<file path="src/verilog/cond_branch_params.svh">
// constants for the flag-clear conditional branch decoder
// Overview of operation
// [RULE_01] upper byte E7 decodes as negative-clear branch
// [RULE_02] negative-clear branch taken only when negative is zero
// [RULE_03] offset is signed byte, -128 to 127
// [RULE_04] taken target is incremented counter plus twice offset
// [RULE_05] one word; one cycle, two when taken
// [RULE_06] four phases, then four idle phases if taken
// [RULE_07] upper byte E5 is overflow-clear branch
// [RULE_08] upper byte E1 is zero-clear branch
// [RULE_09] not taken: counter advances to next instruction
// [RULE_10] upper byte E3 is carry-clear branch
// [RULE_11] status flags are never modified
// [RULE_12] taken branch discards the prefetched instruction
`ifndef COND_BRANCH_PARAMS_SVH
`define COND_BRANCH_PARAMS_SVH
`define OP_NEG_CLEAR 8'hE7
`define OP_OVF_CLEAR 8'hE5
`define OP_ZERO_CLEAR 8'hE1
`define OP_CARRY_CLEAR 8'hE3
`define PC_RESET 21'h000000
`define PC_STEP 21'h000002
`define PHASE_COUNT 4
`endif

</file>
<file path="src/verilog/cond_branch_pkg.sv">
// types shared by the flag-clear branch decoder
package cond_branch_pkg;
   // instruction phase within one instruction cycle
   typedef enum logic [1:0] {
      PH_DECODE = 2'b00,
      PH_READ = 2'b01,
      PH_PROCESS = 2'b10,
      PH_WRITE = 2'b11
   } phase_t;
   // cycle kind: normal execute or pipeline flush
   typedef enum logic [0:0] {
      CY_EXEC = 1'b0,
      CY_FLUSH = 1'b1
   } cycle_t;
endpackage : cond_branch_pkg

</file>
<file path="src/verilog/flag_select.sv">
// flag selector: decodes the opcode prefix and picks the tested flag
`timescale 1ns/1ns
`include "cond_branch_params.svh"
module flag_select (
   // instruction prefix
   input wire logic [7:0] prefix,
   // status flags
   input wire logic flag_neg,
   input wire logic flag_ovf,
   input wire logic flag_zero,
   input wire logic flag_carry,
   // results
   output logic is_branch,
   output logic cond_true
);
   // one prefix per flag; the flag must be clear to branch
   always_comb begin
      is_branch = 1'b1;
      cond_true = 1'b0;
      case (prefix)
         `OP_NEG_CLEAR: cond_true = ~flag_neg; // [RULE_01] [RULE_02]
         `OP_OVF_CLEAR: cond_true = ~flag_ovf; // [RULE_07]
         `OP_ZERO_CLEAR: cond_true = ~flag_zero; // [RULE_08]
         `OP_CARRY_CLEAR: cond_true = ~flag_carry; // [RULE_10]
         default: is_branch = 1'b0;
      endcase
   end
endmodule : flag_select

</file>
<file path="src/verilog/cond_branch_flag_clear.sv">
// flag-clear conditional branch execute unit with four-phase timing
`timescale 1ns/1ns
`include "cond_branch_params.svh"
module cond_branch_flag_clear #(
   // counter width in bits; the target math needs at least nine
   parameter int PC_WIDTH = 21
) (
   // clock and reset
   input wire logic clk,
   input wire logic rst,
   // instruction word, valid at the decode phase
   input wire logic [15:0] instr,
   input wire logic instr_valid,
   // status flags, read only
   input wire logic flag_neg,
   input wire logic flag_ovf,
   input wire logic flag_zero,
   input wire logic flag_carry,
   // program counter state
   output logic [PC_WIDTH-1:0] program_counter,
   output cond_branch_pkg::phase_t phase,
   output logic flush,
   output logic taken,
   output logic done
);
   import cond_branch_pkg::*;

   // one branch, one clock per phase of the phase counter:
   //   decode  - prefix and flags sampled, the fetch steps the counter
   //   read    - offset literal captured
   //   process - target settles on pc_next
   //   write   - target written when taken, otherwise nothing happens
   // a taken branch then spends a flush cycle of four idle phases in which
   // decode is blocked, so the word fetched behind the branch is dropped
   // the counter is an output register: consumers see the target one clock
   // after the write edge, in the same clock as the taken pulse

   // decode phase of an execute cycle: the only slot that accepts a word
   function automatic logic exec_decode(input phase_t ph, input cycle_t cy);
      return ph == PH_DECODE && cy == CY_EXEC;
   endfunction : exec_decode

   // write phase of an execute cycle whose branch was decided as taken
   function automatic logic taken_write(input phase_t ph, input cycle_t cy,
         input logic tk);
      return ph == PH_WRITE && cy == CY_EXEC && tk;
   endfunction : taken_write

   logic is_branch; // prefix is one of the four branches
   logic cond_true; // selected flag is clear
   logic [7:0] offset_reg; // latched offset literal
   logic hit_reg; // latched decode result
   logic take_reg; // latched branch decision
   cycle_t cycle_reg; // execute or flush cycle
   logic [PC_WIDTH-1:0] offset_ext; // twice the offset, sign extended
   logic [PC_WIDTH-1:0] pc_next; // next counter value

   // decode runs combinationally from the instruction word
   flag_select u_sel (
      .prefix(instr[15:8]),
      .flag_neg(flag_neg),
      .flag_ovf(flag_ovf),
      .flag_zero(flag_zero),
      .flag_carry(flag_carry),
      .is_branch(is_branch),
      .cond_true(cond_true)
   );

   // phase counter walks the four phases every cycle
   always_ff @(posedge clk or posedge rst) begin
      if (rst) begin
         phase <= PH_DECODE;
      end else begin
         phase <= phase_t'(phase + 2'b01); // [RULE_06]
      end
   end

   // decode and literal capture; flags only sampled, never written
   always_ff @(posedge clk or posedge rst) begin
      if (rst) begin
         hit_reg <= 1'b0;
         take_reg <= 1'b0;
         offset_reg <= 8'h00;
      end else if (exec_decode(phase, cycle_reg)) begin
         // a word offered in a flush cycle never reaches this branch
         hit_reg <= instr_valid & is_branch;
         take_reg <= instr_valid & is_branch & cond_true; // [RULE_11]
      end else if (phase == PH_READ) begin
         // also runs in flush cycles; harmless, no write follows there
         offset_reg <= instr[7:0]; // [RULE_03]
      end
   end

   // target: counter already points past the branch, add 2n signed
   always_comb begin
      // offsets count words, so shift left once; sign bit fills the top
      offset_ext = {{(PC_WIDTH-9){offset_reg[7]}}, offset_reg,
         1'b0}; // [RULE_03]
      // wraps modulo the counter width, as the address space does
      pc_next = program_counter + offset_ext; // [RULE_04]
   end

   // counter update: fetch step at decode, target write at the last phase of an execute cycle
   always_ff @(posedge clk or posedge rst) begin
      if (rst) begin
         program_counter <= PC_WIDTH'(`PC_RESET);
      end else if (exec_decode(phase, cycle_reg)) begin
         // fetch increment happens as the cycle starts
         program_counter <= program_counter
            + PC_WIDTH'(`PC_STEP); // [RULE_09]
      end else if (taken_write(phase, cycle_reg, take_reg)) begin
         // taken: the target replaces the word the fetch pointed at
         program_counter <= pc_next; // [RULE_04]
      end
   end

   // cycle kind: a taken branch is followed by one flush cycle
   always_ff @(posedge clk or posedge rst) begin
      if (rst) begin
         cycle_reg <= CY_EXEC;
         flush <= 1'b0;
      end else if (phase == PH_WRITE) begin
         if (taken_write(phase, cycle_reg, take_reg)) begin
            // the next four phases are idle; decode stays blocked
            cycle_reg <= CY_FLUSH; // [RULE_05] [RULE_12]
            flush <= 1'b1;
         end else begin
            // untaken end, or end of the flush: back to execute
            cycle_reg <= CY_EXEC;
            flush <= 1'b0;
         end
      end
   end

   // status pulses: taken marks the counter write, done ends the op
   always_ff @(posedge clk or posedge rst) begin
      if (rst) begin
         taken <= 1'b0;
         done <= 1'b0;
      end else begin
         // both pulses last one clock; done closes recognised branches only
         taken <= taken_write(phase, cycle_reg, take_reg); // [RULE_05]
         done <= phase == PH_WRITE && hit_reg
            && (cycle_reg == CY_FLUSH || !take_reg); // [RULE_05]
      end
   end
endmodule : cond_branch_flag_clear

</file>
<file path="config.mk">
export PLATFORM = sky130hd
export DESIGN_NAME = cond_branch_flag_clear
export DESIGN_NICKNAME = d
export VERILOG_FILES = /design/src/verilog/cond_branch_pkg.sv /design/src/verilog/flag_select.sv /design/src/verilog/cond_branch_flag_clear.sv
export VERILOG_INCLUDE_DIRS = /design/src /design/src/verilog
export SDC_FILE = /design/constraint.sdc
export NUM_CORES = 1
export LEC_CHECK = 0
export ABC_AREA = 1
export BUFFER_PORTS_ARGS = -buffer_cell sky130_fd_sc_hd__buf_2
export CORE_UTILIZATION = 60
export DETAILED_ROUTE_END_ITERATION = 8
export GPL_ROUTABILITY_DRIVEN = 0
export GPL_TIMING_DRIVEN = 1
export PLACE_DENSITY = 0.86
export SLEW_MARGIN = 40
export SYNTH_ARGS = -nofsm -noshare
export SYNTH_HDL_FRONTEND = slang
export SYNTH_SLANG_ARGS = --single-unit
</file>
<file path="constraint.sdc">
create_clock -name clk -period 8.1 [get_ports clk]
set_clock_uncertainty 0.2 [all_clocks]
set_input_delay 0.81 -clock clk [delete_from_list [all_inputs] [get_ports clk]]
set_output_delay 0.81 -clock clk [all_outputs]
set_load 0.05 [all_outputs]
</file>
==> impl_metrics.env, run 1 <==
export IMPL_clock_path_buffers=2
export IMPL_tritoncts="yes"
export IMPL_setup_violations=0
export IMPL_hp_class="register to register"
export IMPL_period_share_pct=39.4
export IMPL_rsz0062_at_grt="false"
export IMPL_ys_seq_area_share_pct=35.7
export IMPL_min_path_cells=2
export IMPL_finalMaxSlewViolations=0
export IMPL_criticalPathCategory="register to register"
export IMPL_diodes=0
export IMPL_antenna_found_initial=0
export IMPL_synthTopCellsByCount="nand2_1, inv_1, dfrtp_1"
export IMPL_cp_cell_sequence="inv_1, ha_1, inv_1, nor2_1, nor2_1, fa_1, nand2_1, nand2_1, nand3_1, nand2_1, nand2_1, nor2_1, nand2_1, nand2_1, nand2_1, nand3_1, nand3_1, o21ai_1"
export IMPL_min_period_ps=3190
export IMPL_critPathSlowestCell="fa_1"
export IMPL_start_kind="register"
export IMPL_synth_edf_count=0
export IMPL_relSlewSlack_pct=61.4
export IMPL_synth_main_ff_cell="dfrtp_1"
export IMPL_synth_nets=383
export IMPL_postCtsResizedCells=0
export IMPL_routed_wl_um=5600
export IMPL_fillCellCount=296
export IMPL_critical_path_top_delay_family="simple AND/OR/NAND/NOR gates"
export IMPL_yosysTopAreaCell="dfrtp_1"
export IMPL_hold_buffers=0
export IMPL_cts_made_buffers=5
export IMPL_mappedNetlistArea_um2=2450
export IMPL_worst_slew_pin_slew_ps=577
export IMPL_critPathMaxStageDelay_ps=460
export IMPL_cp_required_ps=8070
export IMPL_core_um2=3800
export IMPL_ys_ff_latch=35
export IMPL_post_cts_setup_buffer_count=0
export IMPL_synth_avg_cell_area_um2=7.03
export IMPL_drtPass1Iterations=5
export IMPL_drt_iter0_markers=253
export IMPL_async_flop_share_pct=100
export IMPL_die_y_um=65.9
export IMPL_synth_distinct_cells=35
export IMPL_hpwl_um=4130
export IMPL_cp_data_arrival_time_ps=3160
export IMPL_drc=0
export IMPL_grt_pass1_wl_um=9890
export IMPL_clock_sinks=35
export IMPL_crit_buf_inv=2
export IMPL_largest_reg_flops=20
export IMPL_via_per_inst=5.52
export IMPL_rows=22
export IMPL_hold_viol=0
export IMPL_crit_top_cell="nand2_1"
export IMPL_drive_above_1_share_pct=17.6
export IMPL_grt_max_degree=36
export IMPL_vias=2464
export IMPL_powerDensity_nw_per_um2=210
export IMPL_p_leak_uw=0.00157
export IMPL_synth_warnings=0
export IMPL_synth_top_area_share_pct=35.7
export IMPL_ir_drop_uv=128
export IMPL_multi_input_area_um2=1330
export IMPL_portBuffers=47
export IMPL_setup_tns_final_ps=0
export IMPL_grt_usage_pct=29.6
export IMPL_max_cap_violations=0
export IMPL_hold_slack_ps=308
export IMPL_start_util_pct=64.6
export IMPL_max_freq_mhz=314
export IMPL_synthMostInstantiatedCell="nand2_1"
export IMPL_cp_num_cells=18
export IMPL_synthCells=349
export IMPL_wire_per_inst_um=12.5
export IMPL_reg2reg_depth=18
export IMPL_first_global_vias=2378
export IMPL_cts_max_level=2
export IMPL_clk_pin_slew_ps=80
export IMPL_path_max_fanout=8
export IMPL_grt_overflow=0
export IMPL_outcome="completed"
export IMPL_boundaryPins=49
export IMPL_cts_root_buf="clkbuf_8"
export IMPL_clock_latency_ps=290
export IMPL_synthTopCellsByArea="dfrtp_1, nand2_1, inv_1"
export IMPL_cp_end_kind="register"
export IMPL_nets=431
export IMPL_die_w_um=65.9
export IMPL_seq_area_um2=876
export IMPL_ant_nets=0
export IMPL_area_growth_pct=14.4
export IMPL_dieArea_um2=4350
## kinds of logic after synthesis
group | Yosys count | share of synthesized area [%]
simple gates | 185 | 31.4
buf+inv | 61 | 10.3
compound gates | 46 | 11.8
flops | 35 | 35.7
fa+ha+maj | 11 | 5.92
xor+xnor | 9 | 4.28
other cells | 1 | 0.153
mux | 1 | 0.459
## through the flow
stage,power (uW),util [%],cells,instance area [um^2],setup slack [ps]
2_1_floorplan,401,-,349,2450,5200
3_3_place_gp,446,71.2,438,2710,5090
3_5_place_dp,451,71.2,438,2710,4980
4_1_cts,590,73.8,446,2810,4940
5_1_grt,632,73.9,446,2810,4570
6_report,591,73.9,446,2810,4910
## path summary, 6_finish.rpt
check	from	endpoint	slack (ps)
worst max-delay path	phase[0]	program_counter[15]	4910
worst min-delay path	hit_reg	done	310
worst max register to register	phase[0]	program_counter[15]	4910
worst min register to register	hit_reg	done	310
max in group asynchronous	rst	program_counter[16]	6980
min in group asynchronous	rst	phase[1]	390
## report_power, final
part           switching, uW  internal, uW  total (uW)
Combinational            168          75.7         244
Clock                   68.8          69.4         138
Sequential              16.3           193         209
Total                    253           338         591
## worst min-delay path, cell delays in order (launching register included)
cell and delay [ps]:
dfrtp_1 360, inv_1 70, nor2_1 50
## cell usage in the layout (no fill, tap or decap), drive strengths merged
master and n:
nand2 118, inv 54, buf 48, nor2 37
dfrtp 35, nand3 27, o21ai 19, ha 10
a21oi 8, xor2 8, a41oi 7, clkbuf 6
o22ai 4, a31oi 4, a41o 2, nand4 2
nand3b 1, a22o 1, mux2 1, a21o 1
xnor2 1, fa 1, conb 1, clkinvlp 1
clkinv 1
## area by class of cell
cell class,count,share of cell area [%]
inverters,54,7.22
clock buffers,6,2.94
repair buffers,48,8.65
clock inverters,2,0.579
flip-flops and latches,35,31.2
multi-input cells,253,47.3
well taps,48,2.14
## routing by layer
metal	vias up	wire length [um]	GRT usage, %	share of wire (%)
met5	-	0	0	0
met3	7	480	6.55	8.6
met2	123	2500	48.6	45
met4	0	50	7.71	0.89
met1	1130	2570	39.2	46
li1	1204	-	-	-
Power figures use the tool's default switching activity.
==> inputs of run 2 (changes only) <==
- CORE_UTILIZATION: 60 -> 50
- PLACE_DENSITY: 0.86 -> 0.76
- clock period: 8.1 -> 2.9 ns (I/O delays scaled with it)
==> run 2 against run 1 <==
  * Die area grew 19%
  * Register-to-register slack lost 4700 ps
  * Fmax grew 20%
  * Utilization shrank 11 points
  * Total power grew to 2.8 times the previous value
  * First-iteration DRC count grew 9.9%
  * Cell count grew 7.0%
  * Critical endpoint unchanged
  * Largest cell class unchanged
  * Largest power group unchanged
  * Highest routed layer unchanged
==> impl_metrics.env, run 2 (synthesized netlist as in run 1, its figures left out) <==
export IMPL_outcome="completed"
export IMPL_grt_usage_pct=23.5
export IMPL_rows=25
export IMPL_antenna_found_initial=0
export IMPL_tritoncts="yes"
export IMPL_core_um2=4720
export IMPL_grt_overflow=0
export IMPL_relSlewSlack_pct=63.3
export IMPL_fin_util_pct=62.8
export IMPL_via_per_inst=5.09
export IMPL_start_kind="register"
export IMPL_finalMaxSlewViolations=0
export IMPL_routed_wl_um=5550
export IMPL_nets=443
export IMPL_critical_path_top_delay_family="simple AND/OR/NAND/NOR gates"
export IMPL_reg2reg_depth=20
export IMPL_cp_end_kind="register"
export IMPL_critPathMaxStageDelay_ps=400
export IMPL_r2r_setup_slack_ps=240
export IMPL_worstReg2RegEnd="program_counter[15]"
export IMPL_cp_required_ps=2880
export IMPL_cp_data_arrival_time_ps=2640
export IMPL_drtPass1Iterations=5
export IMPL_max_freq_mhz=376
export IMPL_boundaryPins=49
export IMPL_setup_violations=0
export IMPL_critPathSlowestCell="dfrtp_1"
export IMPL_powerDensity_nw_per_um2=561
export IMPL_crit_end="program_counter[15]"
export IMPL_finalPower_uw=1660
export IMPL_clock_latency_ps=300
export IMPL_layout_common_cells="nand2_1, inv_1, buf_2, dfrtp_1, nor2_1"
export IMPL_wire_per_inst_um=11.6
export IMPL_diodes=0
export IMPL_hp_class="input pin to register"
export IMPL_largest_reg_flops=20
export IMPL_ir_drop_uv=313
export IMPL_dieArea_um2=5190
export IMPL_period_share_pct=91.8
export IMPL_dp_slack_ps=163
export IMPL_grt_max_degree=36
export IMPL_cts_made_buffers=5
export IMPL_clock_path_buffers=2
export IMPL_drive_above_1_share_pct=21.5
export IMPL_criticalPathCategory="register to register"
export IMPL_max_cap_violations=0
export IMPL_drc=0
export IMPL_first_global_vias=2122
export IMPL_start_util_pct=51.9
export IMPL_p_leak_uw=0.00161
export IMPL_vias=2426
export IMPL_path_max_fanout=8
export IMPL_ant_nets=0
export IMPL_crit_top_cell="nand2_1"
export IMPL_clock_sinks=35
export IMPL_die_w_um=72.1
export IMPL_area_growth_pct=20.9
export IMPL_worst_slew_pin_slew_ps=550
export IMPL_cp_cell_sequence="inv_1, ha_4, inv_1, nor2_1, buf_4, nor2_1, ha_1, nand2_1, nand2_1, nand3_1, nand2_1, nand2_1, nor2_1, nand2_1, nand2_2, nand2_1, nand2_1, nand2_1, nand3_1, o21ai_1"
export IMPL_grt_pass1_wl_um=9450
export IMPL_die_y_um=72.1
export IMPL_cts_max_level=2
export IMPL_timing_final_ws_setup_ps=238
export IMPL_hpwl_um=4030
export IMPL_portBuffers=47
export IMPL_timing_rr_start="phase[0]"
export IMPL_cts_root_buf="clkbuf_8"
export IMPL_drt_iter0_markers=278
export IMPL_final_common_cell="nand2_1"
export IMPL_cp_num_cells=20
export IMPL_min_period_ps=2660
export IMPL_clk_pin_slew_ps=80
export IMPL_startpoint="phase[0]"
export IMPL_crit_buf_inv=3
export IMPL_hold_viol=0
## run 2: cell count changes in the layout (fill, tap and decap cells not counted), moves of 2 or more
cell	change
buf_4	+7
nand3_1	-2
nand3_2	+2
dlygate4sd3_1	+5
nand2_1	-4
nand2_2	+4
a21oi_2	+2
a21oi_1	-2
## run 2: layout make-up
cell class	instances	area, um^2
Timing Repair Buffer	60	345
Sequential cell	35	876
Clock buffer	5	68.8
Fill cell	434	1760
Multi-Input combinational cell	253	1370
Tap cell	67	83.8
Clock inverter	3	20.0
Inverter	54	203
## run 2: per-layer routing
layer | GRT usage, % | vias to the layer above | wire length, um
li1 | - | 1226 | -
met1 | 33.7 | 1100 | 2620
met2 | 36.3 | 90 | 2540
met3 | 4.58 | 10 | 312
met4 | 6.97 | 0 | 80
met5 | 0 | - | 0
## run 2: tightest hold or removal path, delay by kind of cell
family | cells | cell delay, ps
compound gates | 1 | 60
buf+inv | 1 | 70
simple gates | 1 | 40
## run 2: worst min-delay path by stage
stage	end	slack, ps	cells past startpoint	from
final	offset_reg[6]	1	3	instr[6]
after global routing	offset_reg[5]	30	3	instr[5]
after CTS	offset_reg[3]	2	3	instr[3]
after detailed placement	phase[1]	220	3	rst
after global placement	phase[1]	210	3	rst
after floorplan	offset_reg[0]	210	2	instr[0]
## run 2: repair_timing
action	in CTS	in global routing
buffers inserted	0	4
hold buffers	5	0
setup endpoints to repair	0	8
hold endpoints to repair	39	0
resized for setup	0	14
## run 2: stage by stage
stage | cell area [um^2] | TNS (ps) | hold slack [ps] | cells
detailed placement | 2750 | 0 | 215 | 460
floorplan | 2450 | 0 | 211 | 349
finish | 2970 | 0 | 1.32 | 477
global route | 2970 | -77.8 | 30.1 | 477
global placement | 2750 | 0 | 205 | 460
CTS | 2890 | 0 | 1.72 | 473
## run 2: where the power goes
group	leakage (uW)	total, uW	internal [uW]	switching [uW]
Clock	0.0000402	363	167	196
Combinational	0.00112	718	234	484
Sequential	0.000451	583	538	45.5
==> inputs of run 3 (changes only) <==
- CELL_PAD_IN_SITES_DETAIL_PLACEMENT: not set -> 0
- CELL_PAD_IN_SITES_GLOBAL_PLACEMENT: not set -> 1
- CORE_UTILIZATION: 50 -> 37
- CTS_BUF_LIST: not set -> sky130_fd_sc_hd__clkbuf_4 sky130_fd_sc_hd__clkbuf_8
- PLACE_DENSITY: 0.76 -> not set
- PLACE_DENSITY_LB_ADDON: not set -> 0.1
==> run 3 against run 2 <==
  * Hold slack improved by 6.8 ps
  * Worst setup slack got worse by 22 ps
  * Cell count rose by 2.1%
  * Die area rose by 34%
  * Flip-flop and latch count did not move
  * Clock power rose by 32%
  * Utilization fell by 16 points
  * Global-route usage fell by 4.9 points
  * Via count fell by 0.66%
  * Combinational power rose by 2%
  * Register-to-register slack got worse by 20 ps
  * Final area rose by 1.6%
==> impl_metrics.env, run 3 (synthesized netlist as in run 1, its figures left out) <==
export IMPL_cp_required_ps=2880
export IMPL_grt_overflow=0
export IMPL_worst_slew_pin_slew_ps=559
export IMPL_clk_pin_slew_ps=80
export IMPL_setup_violations=0
export IMPL_clock_sinks=35
export IMPL_setup_tns_final_ps=0
export IMPL_fillCellCount=670
export IMPL_cp_data_arrival_time_ps=2670
export IMPL_diodes=0
export IMPL_clkPwrFrac_pct=26.6
export IMPL_p_sw_share_pct=40.9
export IMPL_dp_slack_ps=92.7
export IMPL_rows=29
export IMPL_clock_latency_ps=290
export IMPL_grt_max_degree=26
export IMPL_routed_wl_um=6180
export IMPL_largest_reg_flops=20
export IMPL_instances_no_fill=487
export IMPL_cts_root_buf="clkbuf_8"
export IMPL_clock_path_buffers=2
export IMPL_final_common_cell="nand2_1"
export IMPL_dieArea_um2=6960
export IMPL_critPathSlowestCell="dfrtp_1"
export IMPL_grt_pass1_wl_um=10400
export IMPL_ant_nets=0
export IMPL_drt_iter0_markers=141
export IMPL_timing_final_ws_setup_ps=217
export IMPL_portBuffers=47
export IMPL_p_comb_share_pct=40.8
export IMPL_dp_cells=471
export IMPL_drtPass1Iterations=4
export IMPL_cp_cell_sequence="inv_2, ha_4, inv_1, nor2_1, buf_4, nor2_1, ha_1, nand3_2, nand2_2, nand2_2, nand2_2, nand2_2, nand2_2, nand4_1, nand2_1, nand2_1, nand3_1, nand2_1"
export IMPL_ir_drop_uv=228
export IMPL_powerDensity_nw_per_um2=595
export IMPL_start_util_pct=38.4
export IMPL_tritoncts="yes"
export IMPL_criticalPathCategory="register to register"
export IMPL_drive_above_1_share_pct=23.7
export IMPL_grt_usage_pct=18.7
export IMPL_drc=0
export IMPL_first_global_vias=2314
export IMPL_p_leak_uw=0.00164
export IMPL_finalPower_uw=1790
export IMPL_hpwl_um=4710
export IMPL_start_kind="register"
export IMPL_hp_class="input pin to register"
export IMPL_period_share_pct=92.5
export IMPL_critPathMaxStageDelay_ps=420
export IMPL_finalMaxSlewViolations=0
export IMPL_relSlewSlack_pct=62.7
export IMPL_antenna_found_initial=0
export IMPL_min_period_ps=2680
export IMPL_cp_end_kind="register"
export IMPL_nets=443
export IMPL_p_seq_share_pct=32.5
export IMPL_cts_max_level=2
export IMPL_max_cap_violations=0
export IMPL_path_max_fanout=8
export IMPL_boundaryPins=49
export IMPL_max_freq_mhz=373
export IMPL_wire_per_inst_um=12.7
export IMPL_crit_top_cell="nand2_2"
export IMPL_power_internal_uw=1060
export IMPL_layout_common_cells="nand2_1, inv_1, buf_2, dfrtp_1, nor2_1"
export IMPL_vias=2410
export IMPL_die_w_um=83.4
export IMPL_via_per_inst=4.95
export IMPL_cts_made_buffers=5
export IMPL_die_y_um=83.4
export IMPL_outcome="completed"
export IMPL_area_growth_pct=22.9
export IMPL_core_um2=6390
export IMPL_p_sw_uw=734
export IMPL_hold_viol=0
## run 3: changes by cell type in the layout (fill, tap and decap cells not counted), moves of 2 or more
cell / change
nand2_1: -4
nand2_2: +4
buf_4: +3
dlygate4sd3_1: -3
clkinvlp_4: -2
## run 3: worst max-delay path: cells and delay by family, from the launching register on
family / cells / cell delay [ps]
flip-flops: 1 / 420
adder cells (fa/ha/maj): 2 / 510
buffers and inverters: 3 / 290
AND/OR/NAND/NOR: 13 / 1140
## run 3: area by class of cell
type	count	area (um^2)	share of cell area, %
Sequential cell	35	876	29.0
Inverter	54	203	6.72
Clock buffer	6	82.6	2.74
Tap cell	77	96.3	3.20
Multi-Input combinational cell	253	1390	45.9
Clock inverter	2	35.0	1.16
Timing Repair Buffer	60	338	11.2
## run 3: per-stage QoR
| step | hold slack, ps | util [%] | area, um^2 |
|---|---|---|---|
| finish | 8.10 | 47.2 | 3020 |
| global route | 10.3 | 47.2 | 3020 |
| CTS | 2.18 | 45.6 | 2910 |
| detailed placement | 175 | 43.4 | 2770 |
| global placement | 179 | 43.4 | 2770 |
| floorplan | 211 | - | 2450 |
## run 3: power groups by stage
stage | sequential (uW) | combinational [uW] | clock [uW]
6_report | 584 | 733 | 478
2_1_floorplan | 744 | 376 | 0
3_3_place_gp | 596 | 677 | 0
3_5_place_dp | 596 | 673 | 0
5_1_grt | 591 | 814 | 507
4_1_cts | 587 | 679 | 488
## run 3: worst paths after layout
kind / from / end / slack (ps) / cells past startpoint
hold / removal: instr[3] / offset_reg[3] / 8 / 3
hold reg to reg: hit_reg / done / 300 / 2
setup / recovery: phase[0] / program_counter[18] / 220 / 18
min in group asynchronous: rst / program_counter[16] / 380 / 3
setup reg to reg: phase[0] / program_counter[18] / 220 / 18
max in group asynchronous: rst / program_counter[7] / 1380 / 4
## run 3: routing by layer
layer / wire [um] / track usage [%]
met1: 3140 / 25.8
met5: 0 / 0
met4: 42 / 5.08
met3: 243 / 3.38
met2: 2750 / 30.1
## run 3: what timing repair did
action	4_1_cts	5_1_grt
hold buffers	2	0
setup buffers	0	6
endpoints found under the hold margin	12	0
setup endpoints to repair	0	11
gates resized for setup	0	19
